<file path="config.mk">
export PLATFORM = sky130hd
export DESIGN_NAME = ccr_config_regs
export DESIGN_NICKNAME = d
export VERILOG_FILES = /design/src/design/ccr_pkg.sv /design/src/design/ccr_spi_slave.sv /design/src/design/ccr_config_regs.sv
export SDC_FILE = /design/constraint.sdc
export NUM_CORES = 1
export LEC_CHECK = 0
export BUFFER_PORTS_ARGS = -buffer_cell sky130_fd_sc_hd__buf_2
export CAP_MARGIN = 20
export CORE_AREA = 8 8 111 113
export DETAILED_ROUTE_END_ITERATION = 8
export DIE_AREA = 0 0 119 121
export GPL_TIMING_DRIVEN = 0
export PLACE_DENSITY = 0.74
export SETUP_SLACK_MARGIN = 0.05
export SKIP_CTS_REPAIR_TIMING = 1
export SLEW_MARGIN = 5
export SYNTH_ARGS = -nofsm -noshare
export SYNTH_HDL_FRONTEND = slang
export SYNTH_SLANG_ARGS = --single-unit
</file>
<file path="constraint.sdc">
create_clock -name clk_i -period 1.8 [get_ports clk_i]
set_input_delay 0.09 -clock clk_i [delete_from_list [all_inputs] [get_ports clk_i]]
set_output_delay 0.09 -clock clk_i [all_outputs]
set_load 0.01 [all_outputs]
</file>
<file path="src/design/ccr_pkg.sv">
// Purpose : Shared constants and types of the converter configuration bank
// Assumes : 7-bit register address, 8-bit register data
// Notes   : Offsets and field positions live here only

package ccr_pkg;

  // ----------------------------------------------------------------------
  // Widths and types
  // ----------------------------------------------------------------------
  localparam int ADDR_W     = 7;
  localparam int DATA_W     = 8;
  localparam int FRAME_BITS = 16;
  localparam int OBD_REGS   = 3;

  typedef logic [ADDR_W-1:0] ccr_addr_t;
  typedef logic [DATA_W-1:0] ccr_byte_t;
  typedef logic [2:0]        ccr_code_t;

  // ----------------------------------------------------------------------
  // Register offsets
  // ----------------------------------------------------------------------
  localparam ccr_addr_t ADDR_SOFT_RESET = 7'h00;
  localparam ccr_addr_t ADDR_IF_CTRL    = 7'h07;
  localparam ccr_addr_t ADDR_PD_CTRL    = 7'h08;
  localparam ccr_addr_t ADDR_OBD0       = 7'h0A;
  localparam ccr_addr_t ADDR_OBD1       = 7'h0B;
  localparam ccr_addr_t ADDR_OBD2       = 7'h0C;
  localparam ccr_addr_t ADDR_PD_MASK    = 7'h0D;
  localparam ccr_addr_t ADDR_FUSE_LOAD  = 7'h13;

  // ----------------------------------------------------------------------
  // Reset values and field positions
  // ----------------------------------------------------------------------
  localparam ccr_byte_t RESET_BYTE      = 8'h00;
  localparam ccr_code_t RESET_CODE      = 3'h0;
  localparam int BIT_SOFT_RESET         = 0;
  localparam int BIT_FUSE_LOAD          = 0;
  localparam int MAPPER_LSB             = 5;
  localparam int BIT_MODE_OVR_EN        = 3;
  localparam int MODE_SEL_LSB           = 0;
  localparam int BIT_PD_CLKBUF          = 5;
  localparam int BIT_PD_REFAMP          = 4;
  localparam int BIT_PD_A               = 2;
  localparam int BIT_PD_B               = 1;
  localparam int BIT_PD_GLOBAL          = 0;
  localparam int BIT_KEEP_CLKBUF        = 3;
  localparam int BIT_KEEP_REFAMP        = 2;

  // ----------------------------------------------------------------------
  // Mapper and mode encodings
  // ----------------------------------------------------------------------
  localparam ccr_code_t MAP_2W_18_14 = 3'h1;
  localparam ccr_code_t MAP_2W_20_16 = 3'h2;
  localparam ccr_code_t MAP_1W       = 3'h3;
  localparam ccr_code_t MAP_HALF     = 3'h4;
  localparam ccr_code_t MODE_2W      = 3'h3;
  localparam ccr_code_t MODE_1W      = 3'h4;
  localparam ccr_code_t MODE_HALF    = 3'h5;

endpackage

</file>
<file path="src/design/ccr_spi_slave.sv">
// Purpose : Serial port front end, 16-bit frames sampled on clk_i
// Assumes : Serial clock at most clk_i/8, enable low for a whole frame
// Notes   : Frame is R/W bit, 7 address bits, 8 data bits, MSB first

`timescale 1ns/1ps

module ccr_spi_slave
  import ccr_pkg::*;
(
  input  wire logic           clk_i,
  input  wire logic           reset_n_i,
  input  wire logic           sclk_i,
  input  wire logic           sen_n_i,
  input  wire logic           sdi_i,
  input  wire ccr_pkg::ccr_byte_t rd_data_i,
  output logic                sdo_o,
  output logic                sdo_oe_n_o,
  output ccr_pkg::ccr_addr_t  addr_o,
  output logic                wr_stb_o,
  output ccr_pkg::ccr_byte_t  wr_data_o
);

  // ----------------------------------------------------------------------
  // Pin synchronisers
  // ----------------------------------------------------------------------
  logic [2:0]  sclk_s;
  logic [1:0]  sen_s;
  logic [1:0]  sdi_s;
  logic        rise;
  logic        fall;
  logic        active;
  logic [4:0]  cnt;
  logic [14:0] shreg;
  logic        is_read;
  ccr_byte_t   dout;

  // Third sclk stage is only an edge reference; stage 0 feeds stage 1 only
  always_ff @(posedge clk_i or negedge reset_n_i) begin
    if (!reset_n_i) begin
      sclk_s <= 3'h0;
      sen_s  <= 2'h3;
      sdi_s  <= 2'h0;
    end else begin
      sclk_s <= {sclk_s[1:0], sclk_i};
      sen_s  <= {sen_s[0], sen_n_i};
      sdi_s  <= {sdi_s[0], sdi_i};
    end
  end

  assign rise   = sclk_s[1] & ~sclk_s[2];
  assign fall   = ~sclk_s[1] & sclk_s[2];
  assign active = ~sen_s[1];

  // ----------------------------------------------------------------------
  // Receive shifter and bit counter
  // ----------------------------------------------------------------------
  // Counter saturates so extra clocks in one frame cannot start a new one
  always_ff @(posedge clk_i or negedge reset_n_i) begin
    if (!reset_n_i) begin
      cnt   <= 5'h0;
      shreg <= 15'h0;
    end else if (!active) begin
      cnt   <= 5'h0;
    end else if (rise) begin
      shreg <= {shreg[13:0], sdi_s[1]};
      if (cnt != 5'h1F) begin
        cnt <= cnt + 5'h1;
      end
    end
  end

  // Address taken after bit 8, write strobe after bit 16
  always_ff @(posedge clk_i or negedge reset_n_i) begin
    if (!reset_n_i) begin
      addr_o    <= '0;
      is_read   <= 1'b0;
      wr_stb_o  <= 1'b0;
      wr_data_o <= RESET_BYTE;
    end else begin
      wr_stb_o <= 1'b0;
      if (active && rise && cnt == 5'd7) begin
        addr_o  <= {shreg[5:0], sdi_s[1]};
        is_read <= shreg[6];
      end
      if (active && rise && cnt == 5'd15 && !is_read) begin
        wr_stb_o  <= 1'b1;
        wr_data_o <= {shreg[6:0], sdi_s[1]};
      end
    end
  end

  // ----------------------------------------------------------------------
  // Read data driver, changes on falling serial clock
  // ----------------------------------------------------------------------
  always_ff @(posedge clk_i or negedge reset_n_i) begin
    if (!reset_n_i) begin
      dout       <= RESET_BYTE;
      sdo_o      <= 1'b0;
      sdo_oe_n_o <= 1'b1;
    end else begin
      if (active && fall) begin
        dout  <= (cnt == 5'd8) ? rd_data_i : {dout[6:0], 1'b0};
        sdo_o <= (cnt == 5'd8) ? rd_data_i[7] : dout[6];
      end
      sdo_oe_n_o <= ~(active && is_read && cnt >= 5'd8 && cnt < 5'd16);
    end
  end

endmodule

</file>
<file path="src/design/ccr_config_regs.sv">
// Purpose : Configuration register bank of a dual-channel converter
// Assumes : Host obeys the programming order and writes 0 to reserved bits
// Notes   : Fuse defaults arrive on same-clock inputs, no synchroniser
//
// How it works
// [RULE1] Soft reset bit returns all registers to defaults, then reads zero.
// [RULE2] Mapper codes 1..4 select bit mappings; others unused.
// [RULE3] Written mapper takes effect only at the fuse-load command.
// [RULE4] Host writes mode register, then fuse load, before other writes.
// [RULE5] Fuse mapper applies after reset; field reads 000 until written.
// [RULE6] Override enable gates mode select onto the applied mode.
// [RULE7] Host rewrites buffer disables and related registers on mode change.
// [RULE8] Mode select 3,4,5 mean two-wire, one-wire, half-wire.
// [RULE9] Fuse mode applies after reset; select reads 000 until written.
// [RULE10] Clock buffer power-down bit set powers buffer down.
// [RULE11] Reference amp power-down bit set powers amplifier down.
// [RULE12] Channel A power-down bit set powers channel A down.
// [RULE13] Channel B power-down bit set powers channel B down.
// [RULE14] Global power-down powers down blocks chosen by the mask.
// [RULE15] Each buffer disable bit set powers its output buffer down.
// [RULE16] In global power-down, a mask bit of one keeps its block powered.
// [RULE17] Host writes zero to reserved bits.

`timescale 1ns/1ps

module ccr_config_regs
  import ccr_pkg::*;
(
  input  wire logic                   clk_i,
  input  wire logic                   reset_n_i,
  input  wire logic                   spi_sclk_i,
  input  wire logic                   spi_sen_n_i,
  input  wire logic                   spi_sdi_i,
  output logic                        spi_sdo_o,
  output logic                        spi_sdo_oe_n_o,
  input  wire ccr_pkg::ccr_code_t     fuse_mapper_i,
  input  wire ccr_pkg::ccr_code_t     fuse_mode_i,
  output ccr_pkg::ccr_code_t          interface_bit_mapper_o,
  output ccr_pkg::ccr_code_t          output_mode_o,
  output logic                        clock_buffer_powerdown_o,
  output logic                        reference_amp_powerdown_o,
  output logic                        channel_a_powerdown_o,
  output logic                        channel_b_powerdown_o,
  output logic [DATA_W*OBD_REGS-1:0]  output_buffer_disable_o
);

  // ----------------------------------------------------------------------
  // Declarations
  // ----------------------------------------------------------------------
  ccr_addr_t  addr;
  logic       wr_stb;
  ccr_byte_t  wr_data;
  ccr_byte_t  rd_data;
  ccr_byte_t  output_interface_ctrl;
  ccr_byte_t  power_down_ctrl;
  ccr_byte_t  powerdown_mask;
  ccr_byte_t  output_buffer_disable [OBD_REGS];
  logic       mapper_written;
  logic       mapper_loaded;
  ccr_code_t  mapper_latched;
  logic       soft_reset;
  logic       fuse_load;
  ccr_code_t  mapper_field;
  ccr_code_t  mode_field;
  logic       global_pd;
  logic [DATA_W*OBD_REGS-1:0] next_obd;

  // ----------------------------------------------------------------------
  // Serial port
  // ----------------------------------------------------------------------
  ccr_spi_slave u_spi (
    .clk_i      (clk_i),
    .reset_n_i  (reset_n_i),
    .sclk_i     (spi_sclk_i),
    .sen_n_i    (spi_sen_n_i),
    .sdi_i      (spi_sdi_i),
    .rd_data_i  (rd_data),
    .sdo_o      (spi_sdo_o),
    .sdo_oe_n_o (spi_sdo_oe_n_o),
    .addr_o     (addr),
    .wr_stb_o   (wr_stb),
    .wr_data_o  (wr_data)
  );

  // Command decodes; both act in the cycle of the write strobe
  assign soft_reset = wr_stb && addr == ADDR_SOFT_RESET
                      && wr_data[BIT_SOFT_RESET];
  assign fuse_load  = wr_stb && addr == ADDR_FUSE_LOAD
                      && wr_data[BIT_FUSE_LOAD];
  assign mapper_field = output_interface_ctrl[MAPPER_LSB +: 3];
  assign mode_field   = output_interface_ctrl[MODE_SEL_LSB +: 3];
  assign global_pd    = power_down_ctrl[BIT_PD_GLOBAL];

  // ----------------------------------------------------------------------
  // Configuration registers
  // ----------------------------------------------------------------------
  // Soft reset wins over everything; soft reset bit itself is never stored
  // Fuse load discards earlier writes except the interface register
  always_ff @(posedge clk_i or negedge reset_n_i) begin
    if (!reset_n_i) begin
      output_interface_ctrl <= RESET_BYTE;
      power_down_ctrl       <= RESET_BYTE;
      powerdown_mask        <= RESET_BYTE;
      mapper_written        <= 1'b0;
      for (int i = 0; i < OBD_REGS; i++) begin
        output_buffer_disable[i] <= RESET_BYTE;
      end
    end else if (soft_reset) begin
      output_interface_ctrl <= RESET_BYTE; // RULE1
      power_down_ctrl       <= RESET_BYTE; // RULE1
      powerdown_mask        <= RESET_BYTE; // RULE1
      mapper_written        <= 1'b0; // RULE1
      for (int i = 0; i < OBD_REGS; i++) begin
        output_buffer_disable[i] <= RESET_BYTE; // RULE1
      end
    end else if (fuse_load) begin
      power_down_ctrl <= RESET_BYTE;
      powerdown_mask  <= RESET_BYTE;
      for (int i = 0; i < OBD_REGS; i++) begin
        output_buffer_disable[i] <= RESET_BYTE;
      end
    end else if (wr_stb) begin
      unique case (addr)
        ADDR_IF_CTRL: begin
          output_interface_ctrl <= wr_data;
          mapper_written        <= 1'b1; // RULE5
        end
        ADDR_PD_CTRL:  power_down_ctrl          <= wr_data;
        ADDR_PD_MASK:  powerdown_mask           <= wr_data;
        ADDR_OBD0:     output_buffer_disable[0] <= wr_data;
        ADDR_OBD1:     output_buffer_disable[1] <= wr_data;
        ADDR_OBD2:     output_buffer_disable[2] <= wr_data;
        default: ;
      endcase
    end
  end

  // ----------------------------------------------------------------------
  // Mapper latch, loaded by the fuse-load command; soft reset clears its loaded flag
  // ----------------------------------------------------------------------
  // An unwritten or unused code leaves the fuse mapping in force
  always_ff @(posedge clk_i or negedge reset_n_i) begin
    if (!reset_n_i) begin
      mapper_loaded  <= 1'b0;
      mapper_latched <= RESET_CODE;
    end else if (soft_reset) begin
      mapper_loaded  <= 1'b0; // RULE5
    end else if (fuse_load) begin // RULE3
      mapper_loaded  <= mapper_written
                        && mapper_field inside {MAP_2W_18_14, MAP_2W_20_16,
                                                MAP_1W, MAP_HALF}; // RULE2
      mapper_latched <= mapper_field;
    end
  end

  // ----------------------------------------------------------------------
  // Read mux; reserved and command addresses read zero
  // ----------------------------------------------------------------------
  always_comb begin
    unique case (addr)
      ADDR_IF_CTRL: rd_data = output_interface_ctrl; // RULE5 RULE9
      ADDR_PD_CTRL: rd_data = power_down_ctrl;
      ADDR_PD_MASK: rd_data = powerdown_mask;
      ADDR_OBD0:    rd_data = output_buffer_disable[0];
      ADDR_OBD1:    rd_data = output_buffer_disable[1];
      ADDR_OBD2:    rd_data = output_buffer_disable[2];
      default:      rd_data = RESET_BYTE; // RULE1
    endcase
  end

  // ----------------------------------------------------------------------
  // Registered outputs
  // ----------------------------------------------------------------------
  // Per-register buffer disable bits packed low register first
  for (genvar g = 0; g < OBD_REGS; g++) begin : g_obd
    assign next_obd[g*DATA_W +: DATA_W] = output_buffer_disable[g];
  end

  always_ff @(posedge clk_i or negedge reset_n_i) begin
    if (!reset_n_i) begin
      interface_bit_mapper_o <= RESET_CODE;
      output_mode_o          <= RESET_CODE;
    end else begin
      interface_bit_mapper_o <= mapper_loaded ? mapper_latched
                                              : fuse_mapper_i; // RULE3 RULE5
      // Unused select codes would leave the link undefined, keep fuse mode
      if (output_interface_ctrl[BIT_MODE_OVR_EN] // RULE6
          && mode_field inside {MODE_2W, MODE_1W, MODE_HALF}) begin // RULE8
        output_mode_o <= mode_field;
      end else begin
        output_mode_o <= fuse_mode_i; // RULE9
      end
    end
  end

  // Power controls: a mask bit only protects its block from global pd
  always_ff @(posedge clk_i or negedge reset_n_i) begin
    if (!reset_n_i) begin
      clock_buffer_powerdown_o  <= 1'b0;
      reference_amp_powerdown_o <= 1'b0;
      channel_a_powerdown_o     <= 1'b0;
      channel_b_powerdown_o     <= 1'b0;
      output_buffer_disable_o   <= '0;
    end else begin
      clock_buffer_powerdown_o  <= power_down_ctrl[BIT_PD_CLKBUF] // RULE10
        | (global_pd & ~powerdown_mask[BIT_KEEP_CLKBUF]); // RULE14 RULE16
      reference_amp_powerdown_o <= power_down_ctrl[BIT_PD_REFAMP] // RULE11
        | (global_pd & ~powerdown_mask[BIT_KEEP_REFAMP]); // RULE14 RULE16
      channel_a_powerdown_o <= power_down_ctrl[BIT_PD_A] | global_pd; // RULE12
      channel_b_powerdown_o <= power_down_ctrl[BIT_PD_B] | global_pd; // RULE13
      output_buffer_disable_o <= next_obd; // RULE15
    end
  end

  // ----------------------------------------------------------------------
  // Assertions
  // ----------------------------------------------------------------------
  property p_soft_reset;
    @(posedge clk_i) disable iff (!reset_n_i)
      soft_reset |=> ##1 (output_mode_o == $past(fuse_mode_i)
        && !clock_buffer_powerdown_o && !channel_a_powerdown_o
        && output_buffer_disable_o == '0);
  endproperty
  a_soft_reset: assert property (p_soft_reset) // RULE1
    else $error("soft reset left state behind");

  property p_mapper_code;
    @(posedge clk_i) disable iff (!reset_n_i)
      mapper_loaded |-> mapper_latched inside {[3'h1:3'h4]};
  endproperty
  a_mapper_code: assert property (p_mapper_code) // RULE2
    else $error("unused mapper code applied");

  property p_mapper_needs_load;
    @(posedge clk_i) disable iff (!reset_n_i)
      (!fuse_load && !soft_reset) |=> $stable(mapper_loaded)
        && $stable(mapper_latched);
  endproperty
  a_mapper_needs_load: assert property (p_mapper_needs_load) // RULE3
    else $error("mapper changed without fuse load");

  property p_mapper_readback;
    @(posedge clk_i) disable iff (!reset_n_i)
      !mapper_written |-> mapper_field == RESET_CODE && !mapper_loaded;
  endproperty
  a_mapper_readback: assert property (p_mapper_readback) // RULE5
    else $error("mapper field nonzero before any write");

  property p_mode_gate;
    @(posedge clk_i) disable iff (!reset_n_i)
      !output_interface_ctrl[BIT_MODE_OVR_EN]
        |=> output_mode_o == $past(fuse_mode_i);
  endproperty
  a_mode_gate: assert property (p_mode_gate) // RULE6
    else $error("mode applied without override enable");

  property p_mode_decode;
    @(posedge clk_i) disable iff (!reset_n_i)
      (output_interface_ctrl[BIT_MODE_OVR_EN] && mode_field >= 3'h3
        && mode_field <= 3'h5) |=> output_mode_o == $past(mode_field);
  endproperty
  a_mode_decode: assert property (p_mode_decode) // RULE8
    else $error("legal mode select not applied");

  property p_clkbuf;
    @(posedge clk_i) disable iff (!reset_n_i)
      ##1 clock_buffer_powerdown_o == ($past(power_down_ctrl[5])
        || ($past(power_down_ctrl[0]) && !$past(powerdown_mask[3])));
  endproperty
  a_clkbuf: assert property (p_clkbuf) // RULE10 RULE16
    else $error("clock buffer power-down wrong");

  property p_refamp;
    @(posedge clk_i) disable iff (!reset_n_i)
      (power_down_ctrl[4] || (global_pd && !powerdown_mask[2]))
        |=> reference_amp_powerdown_o;
  endproperty
  a_refamp: assert property (p_refamp) // RULE11 RULE14
    else $error("reference amplifier not powered down");

  property p_channels;
    @(posedge clk_i) disable iff (!reset_n_i)
      ##1 channel_a_powerdown_o == ($past(power_down_ctrl[2])
        || $past(global_pd)) && channel_b_powerdown_o
        == ($past(power_down_ctrl[1]) || $past(global_pd));
  endproperty
  a_channels: assert property (p_channels) // RULE12 RULE13
    else $error("channel power-down wrong");

  property p_obd;
    @(posedge clk_i) disable iff (!reset_n_i)
      wr_stb && addr == ADDR_OBD1 && !$past(wr_stb)
        |=> ##1 output_buffer_disable_o[15:8] == $past(wr_data, 2);
  endproperty
  a_obd: assert property (p_obd) // RULE15
    else $error("buffer disable write not driven out");

endmodule

</file>
==> impl_metrics.ini, run 1 <==
[timing]
final-max-slew-violation-count = 0
tightest_slew_ns = 0.530
setup_viol = 0
post_layout_min_period_ns = 1.79
peak_freq_mhz = 558
finClkSkew_ns = 0.00511
slew-limit-headroom_pct = 64.7
grt_setup_unrepaired = true
hold_violations = 0
final_min_period_over_clock_period_pct = 99.6
totalNegativeSetupSlack_ns = 0

[worst_setup_path]
reg2reg_path_depth = 7
timing.reg2reg.setup_slack_ns = 0.006
crit_fanout = 6
worst-setup-path-type = reg -> reg
cp-start-kind = flop
critical_path_data_arrival_time_ns = 2.19
crit_path_end_kind = flop
worst_ep_required_time_ns = 2.20

[synthesis]
synthCells = 439
synthesis.nets = 454
synth.area.top_cells = sky130_fd_sc_hd__dfrtp_1 59%, sky130_fd_sc_hd__mux2i_1 7.3%, sky130_fd_sc_hd__mux2_2 6.0%, sky130_fd_sc_hd__nor2_1 3.4%, sky130_fd_sc_hd__nand2_1 1.9%
mappedNetlistArea_mm2 = 0.00545
synth_largest_area_cell = sky130_fd_sc_hd__dfrtp_1
flops_latches_synth = 132
synth_top_area_share_pct = 59.3
synth_edf_count = 0
netlist-cell-type-count = 50
yosysSeqAreaShare_pct = 60.7
ys_warn_count = 0
async_flop_share_pct = 100
syn_area_per_cell_um2 = 12.4
synth_ff_type = sky130_fd_sc_hd__dfrtp_1

[detailed_routing]
routed_vias_inst = 5.61
routedWlPerCell_um = 19.0
detail_route.drc_violations = 0
detail_route.iter0.violations = 324
ant_nets = 0
drt-total-wl_um = 12900
vias = 3800
drt-pass1-iter-count = 5

[power_and_ir_drop]
p_leak_nw = 3.50
ir_worst_vdd_uv = 602
post-layout-total-power_mw = 7.21
power_density_mw_per_mm2 = 1060

[global_routing]
via_count_of_the_first_global_routing_pass = 3895
grt_busiest_layer = met2
grt_max_degree = 76
wire_length_of_the_first_global_routing_pass_um = 20300
use_met2_pct = 29.6
grt.met1_usage_pct = 21.6
grt.met3_usage_pct = 4.84
gr-total-overflow = 0
antenna_found_initial = 0
groute.usage.overall_pct = 18.0

[clock_network]
tritoncts_clock_tree = yes
cts_buffers = 17
clock_sinks = 132
worst_skew_pair.late_latency_ns = 0.52
clockBufferDepth = 2
root_buffer = sky130_fd_sc_hd__clkbuf_8
cts.htree.levels = 4
clk_transition_reported_paths_ns = 0.06

[floorplanning]
coreArea_mm2 = 0.0106
floorplan.initialDensity_pct = 51.4
die_w_um = 119
std_cell_rows = 38
die-area_mm2 = 0.0144
fp.dieH_um = 121
pin_count = 47

[finish]
nets = 539
drive_above_1_share_pct = 31.3
post_layout_nonfiller_instances = 677
area_growth_syn_to_layout_pct = 25.5
antenna_cells_inserted = 0

[status]
outcome = finished clean

[placed_design]
numPortBuffers = 46
dp_cells = 626
post_detail_place_hpwl_um = 8070
gp_congestion = 0.850

[hold_path]
hp-class = in -> async

[run]
drv.max_cap_violation_count = 0
cells by family (layout without fill, tap and decap cells):
kind of cell	Yosys count	after routing	share of synthesized area, %
DFF	132	132	60.7
and+or+nand+nor	130	130	13.1
muxes	69	69	13.3
AOI/OAI and AO/OA	68	68	8.11
buffers and inverters	32	130	3.15
adders and majority gates	4	4	0.919
xor gates and xnor gates	4	4	0.643
synth_stat cells, types with 3 or more instances:
cell type                    n
sky130_fd_sc_hd__mux2i_1    40
sky130_fd_sc_hd__clkbuf_1    4
sky130_fd_sc_hd__buf_6       3
sky130_fd_sc_hd__a221oi_1    7
sky130_fd_sc_hd__and2_1      3
sky130_fd_sc_hd__xor2_1      3
sky130_fd_sc_hd__nand2_1    28
sky130_fd_sc_hd__o21ai_0    18
sky130_fd_sc_hd__inv_1      10
sky130_fd_sc_hd__buf_4       4
sky130_fd_sc_hd__nand3_1    10
sky130_fd_sc_hd__a32o_1      7
sky130_fd_sc_hd__mux2_2     29
sky130_fd_sc_hd__dfstp_2     3
sky130_fd_sc_hd__o22ai_1     8
sky130_fd_sc_hd__or2_2       3
sky130_fd_sc_hd__nor2b_1     4
sky130_fd_sc_hd__a21oi_1    16
sky130_fd_sc_hd__buf_2      11
sky130_fd_sc_hd__and3_1      3
sky130_fd_sc_hd__nor3b_1     5
sky130_fd_sc_hd__nor2_1     50
sky130_fd_sc_hd__dfrtp_1   129
sky130_fd_sc_hd__ha_1        4
report_power, final:
part / internal, mW / total (mW) / switching [mW]
Sequential: 3.09 / 3.20 / 0.107
Clock: 2.52 / 3.73 / 1.21
Combinational: 0.144 / 0.281 / 0.138
Total: 5.76 / 7.21 / 1.45
per-layer routing:
metal  share of wire, %  up-vias
met5                  0        -
met3                4.7       26
li1                   -     1724
met2                 51      106
met1                 42     1944
met4                2.7        0
registers in the layout, summed over array words and instances, names as in the netlist, 2 cells and up:
name,flops
mapper_latched,3
u_spi.sen_s,2
powerdown_mask,8
u_spi.dout,7
u_spi.sclk_s,3
power_down_ctrl,8
u_spi.cnt,5
next_obd,24
output_buffer_disable_o,24
output_mode_o,3
output_interface_ctrl,8
u_spi.addr_o,7
interface_bit_mapper_o,3
u_spi.sdi_s,2
u_spi.wr_data_o,8
u_spi.shreg,7
path summary, 6_finish.rpt:
path	from	end
max	u_spi.cnt[1]	u_spi.cnt[3]
min	reset_n_i	output_buffer_disable_o[2]
max reg2reg	u_spi.cnt[1]	u_spi.cnt[3]
min reg2reg	u_spi.sdi_s[0]	u_spi.sdi_s[1]
max in group asynchronous	reset_n_i	u_spi.sdo_oe_n_o
min in group clk_i	spi_sclk_i	u_spi.sclk_s[0]
final cells by class:
class	instances	area (um2)
tap	140	175
sequential	132	3310
clock inverter	10	175
multi-input combinational	275	2080
clock buffer	22	473
fill	769	3770
inverter	10	37.5
buffer	19	131
timing repair buffer	69	454
cells in the final DEF (no fill, tap or decap), types with 10 or more instances in the layout:
master,synthesis,final
sky130_fd_sc_hd__a21oi_1,16,16
sky130_fd_sc_hd__mux2_2,29,29
sky130_fd_sc_hd__dfrtp_1,129,127
sky130_fd_sc_hd__dlygate4sd3_1,0,10
sky130_fd_sc_hd__o21ai_0,18,16
sky130_fd_sc_hd__nand3_1,10,10
sky130_fd_sc_hd__clkbuf_16,0,16
sky130_fd_sc_hd__buf_4,4,16
sky130_fd_sc_hd__nand2_1,28,27
sky130_fd_sc_hd__inv_1,10,10
sky130_fd_sc_hd__mux2i_1,40,38
sky130_fd_sc_hd__nor2_1,50,50
sky130_fd_sc_hd__buf_2,11,54
metrics by stage:
step                      instance area [um2]  util (%)  hold WS, ns  setup slack (ns)
after floorplan                          5460         -       -0.206            0.0583
after global placement                   5860      55.3        0.196            -0.996
after detailed placement                 5900      55.6       0.0894            -0.122
after CTS                                6540      61.7       -0.465            -0.161
after global routing                     6840      64.5        0.138           -0.0307
final                                    6840      64.5       0.0878           0.00646
critical path, stage by stage (launching register included):
cell	delay, ns
sky130_fd_sc_hd__dfrtp_1	0.43
sky130_fd_sc_hd__ha_4	0.20
sky130_fd_sc_hd__and3_4	0.19
sky130_fd_sc_hd__ha_4	0.16
sky130_fd_sc_hd__nor3b_4	0.29
sky130_fd_sc_hd__nand4_1	0.18
sky130_fd_sc_hd__xor2_1	0.16
sky130_fd_sc_hd__nor2_1	0.06
(Power assumes the default switching activity.)
==> inputs of run 2 (changes only) <==
--- a/config.mk
+++ b/config.mk
@@ -5,13 +5,14 @@
 export SDC_FILE = /design/constraint.sdc
 export NUM_CORES = 1
 export LEC_CHECK = 0
+export ABC_AREA = 1
 export BUFFER_PORTS_ARGS = -buffer_cell sky130_fd_sc_hd__buf_2
 export CAP_MARGIN = 20
-export CORE_AREA = 8 8 111 113
+export CORE_AREA = 8 8 112 114
 export DETAILED_ROUTE_END_ITERATION = 8
-export DIE_AREA = 0 0 119 121
+export DIE_AREA = 0 0 120 122
 export GPL_TIMING_DRIVEN = 0
-export PLACE_DENSITY = 0.74
+export PLACE_DENSITY = 0.73
 export SETUP_SLACK_MARGIN = 0.05
 export SKIP_CTS_REPAIR_TIMING = 1
 export SLEW_MARGIN = 5
==> run 2 against run 1 <==
Against the previous run: register-to-register slack gained 0.12 ns; cell area grew 2.3%; die area grew 1.7%; critical endpoint unchanged; non-clock buffer count shrank 3.
==> impl_metrics.ini, run 2 <==
[finish]
nets = 737
layout_commonest_cell = sky130_fd_sc_hd__nand2_1
antenna_cells_inserted = 0
drive_above_1_share_pct = 19.7
seqCellArea_mm2 = 0.00331
n_fill_cell = 842
final_cell_mix = 252 x sky130_fd_sc_hd__nand2_1, 129 x sky130_fd_sc_hd__dfrtp_1, 48 x sky130_fd_sc_hd__nand3_1, 48 x sky130_fd_sc_hd__nor2_1, 47 x sky130_fd_sc_hd__buf_2
post_layout_nonfiller_instances = 875
multi_input_comb_area_mm2 = 0.00206
area_growth_syn_to_layout_pct = 26.6

[timing]
grt_setup_unrepaired = true
hold_violations = 0
final-max-slew-violation-count = 0
finClkSkew_ns = 0.0104
peak_freq_mhz = 598
final_min_period_over_clock_period_pct = 92.9
worst_hold_slack_across_all_endpoints_ns = 0.131
totalNegativeSetupSlack_ns = 0
post_layout_min_period_ns = 1.67
tightest_slew_ns = 0.643
slew-limit-headroom_pct = 57.0
setup_viol = 0
worst_slack_ns = 0.127

[power_and_ir_drop]
power_density_mw_per_mm2 = 1030
ir_worst_vdd_uv = 612
p_leak_nw = 3.57
post-layout-total-power_mw = 7.17

[synthesis]
synthMostInstantiatedCell = sky130_fd_sc_hd__nand2_1
synth.area.top_cells = sky130_fd_sc_hd__dfrtp_1 58%, sky130_fd_sc_hd__nand2_1 17%, sky130_fd_sc_hd__nand3_1 4.3%, sky130_fd_sc_hd__nor2_1 3.5%, sky130_fd_sc_hd__inv_1 3.2%
async_flop_share_pct = 100
synth_top_area_share_pct = 58.5
yosysSeqAreaShare_pct = 59.9
ys_warn_count = 0
largest_family_of_logic_cells_by_synthesized_area = simple AND/OR/NAND/NOR gates
synth_edf_count = 0
synth.mux.area_fraction_pct = 0.589
yosys.area_share.xor_xnor_pct = 0.159
flops_latches_synth = 132
synth-simple-area-share_pct = 30.3
mappedNetlistArea_mm2 = 0.00552
synth_compound_gate_area_share_pct = 3.74
netlist-cell-type-count = 30
syn_area_per_cell_um2 = 8.77
synth_common_cells = 254 x sky130_fd_sc_hd__nand2_1, 129 x sky130_fd_sc_hd__dfrtp_1, 51 x sky130_fd_sc_hd__nor2_1
synth_ff_type = sky130_fd_sc_hd__dfrtp_1
synth_fa_ha_area_share_pct = 0.906
synthCells = 630
synth_largest_area_cell = sky130_fd_sc_hd__dfrtp_1
synthesis.nets = 645

[worst_setup_path]
worst_r2r_endpoint = u_spi.cnt[3]
worst-setup-path-type = reg -> reg
critical_path_data_arrival_time_ns = 2.08
critical_path.top_delay_family = simple AND/OR/NAND/NOR gates
path_cells = ha_1 -> nand2_1 -> nor2_2 -> ha_1 -> nand3b_1 -> inv_2 -> nand4_1 -> o21ai_1 -> a21oi_1
rr_startpoint = u_spi.cnt[0]
timing.reg2reg.setup_slack_ns = 0.13
critical-path-max-stage-delay_ns = 0.40
crit_fanout = 4
crit_path_end_kind = flop
cp-start-kind = flop
worst_ep_required_time_ns = 2.21
reg2reg_path_depth = 9
buffering_stage_count_on_the_worst_path_with_inverters_included = 1
critical-path-slowest-cell = sky130_fd_sc_hd__dfrtp_1
crit_path_frequent_cell = sky130_fd_sc_hd__ha_1

[detailed_routing]
vias = 4438
detail_route.iter0.violations = 423
routed_vias_inst = 5.07
drt-pass1-iter-count = 7
drt-total-wl_um = 13000
ant_nets = 0
detail_route.drc_violations = 0
routedWlPerCell_um = 14.9

[global_routing]
antenna_found_initial = 0
via_count_of_the_first_global_routing_pass = 4134
gr-total-overflow = 0
wire_length_of_the_first_global_routing_pass_um = 20500
grt_max_degree = 69
groute.usage.overall_pct = 17.7

[floorplanning]
std_cell_rows = 38
die_w_um = 120
pin_count = 47
coreArea_mm2 = 0.0107
fp.dieH_um = 122
floorplan.initialDensity_pct = 51.6
die-area_mm2 = 0.0146

[placed_design]
post_detail_place_hpwl_um = 8730
dpl_worst_slack_ns = -0.0315
dp_cells = 817
gp_congestion = 0.907
numPortBuffers = 46

[run]
drv.max_cap_violation_count = 0

[clock_network]
clock_sinks = 132
tritoncts_clock_tree = yes
worst_skew_pair.late_latency_ns = 0.53
clockBufferDepth = 2
root_buffer = sky130_fd_sc_hd__clkbuf_8
cts_buffers = 17
cts.htree.levels = 4
clk_transition_reported_paths_ns = 0.06

[hold_path]
hp-class = in -> async

[status]
outcome = finished clean
==> run 2: cell types whose count changed after synthesis, sizes merged, moves of 11 or more <==
cell   delta
nor2     +24
nand2   +228
buf      -11
inv      +38
nand3    +36
mux2     -27
a21oi    -12
mux2i    -39
==> run 2: metal layers <==
layer	global-route usage, %	routed length, um	vias to the layer above
met5	0	0	-
met3	4.81	871	32
met1	22.1	5580	2104
met2	28.9	6170	142
li1	-	-	2160
met4	7.34	415	0
==> run 2: kinds of logic (layout without fill, tap and decap cells) <==
logic type / after synthesis / after routing
adder cells (fa/ha/maj): 4 / 4
flip-flops: 132 / 132
AND/OR/NAND/NOR: 391 / 391
multiplexers: 3 / 3
buffers and inverters: 60 / 165
XOR/XNOR: 1 / 1
AO/OA/AOI/OAI: 39 / 39
==> run 2: worst register-to-register path: stages (launching register included) <==
cell	delay, ns
sky130_fd_sc_hd__dfrtp_1	0.40
sky130_fd_sc_hd__ha_1	0.22
sky130_fd_sc_hd__nand2_1	0.11
sky130_fd_sc_hd__nor2_2	0.06
sky130_fd_sc_hd__ha_1	0.18
sky130_fd_sc_hd__nand3b_1	0.20
sky130_fd_sc_hd__inv_2	0.11
sky130_fd_sc_hd__nand4_1	0.10
sky130_fd_sc_hd__o21ai_1	0.13
sky130_fd_sc_hd__a21oi_1	0.05
==> run 2: final cells by class <==
type / count / share of cell area (%)
clock inverters: 12 / 3.22
repair buffers: 73 / 7.11
well taps: 140 / 2.51
plain buffers: 12 / 1.29
clock buffers: 20 / 6.52
multi-input cells: 438 / 29.5
inverters: 48 / 2.58
flip-flops and latches: 132 / 47.3
==> run 2: worst max path at each step <==
stage	start	end	cells past startpoint	slack [ns]
2_1_floorplan	u_spi.cnt[0]	u_spi.wr_data_o[0]	9	0.24
3_3_place_gp	reset_n_i	u_spi.dout[6]	1	-0.97
3_5_place_dp	u_spi.cnt[0]	u_spi.wr_data_o[3]	9	-0.03
4_1_cts	u_spi.cnt[0]	u_spi.wr_data_o[3]	9	-0.07
5_1_grt	u_spi.cnt[0]	u_spi.wr_data_o[7]	10	-0.01
6_report	u_spi.cnt[0]	u_spi.cnt[3]	9	0.13
==> run 2: through the flow <==
stage	utilization [%]	area, um2
floorplan	-	5520
global placement	55.4	5930
detailed placement	55.7	5960
CTS	62.1	6640
global route	65.3	6990
finish	65.3	6990
==> run 2: report_power, final <==
group | internal [mW] | total [mW] | leakage [nW] | switching, mW
clock | 2.64 | 3.93 | 0.323 | 1.29
combinational | 0.0588 | 0.189 | 1.44 | 0.130
sequential | 3.02 | 3.05 | 1.80 | 0.0241
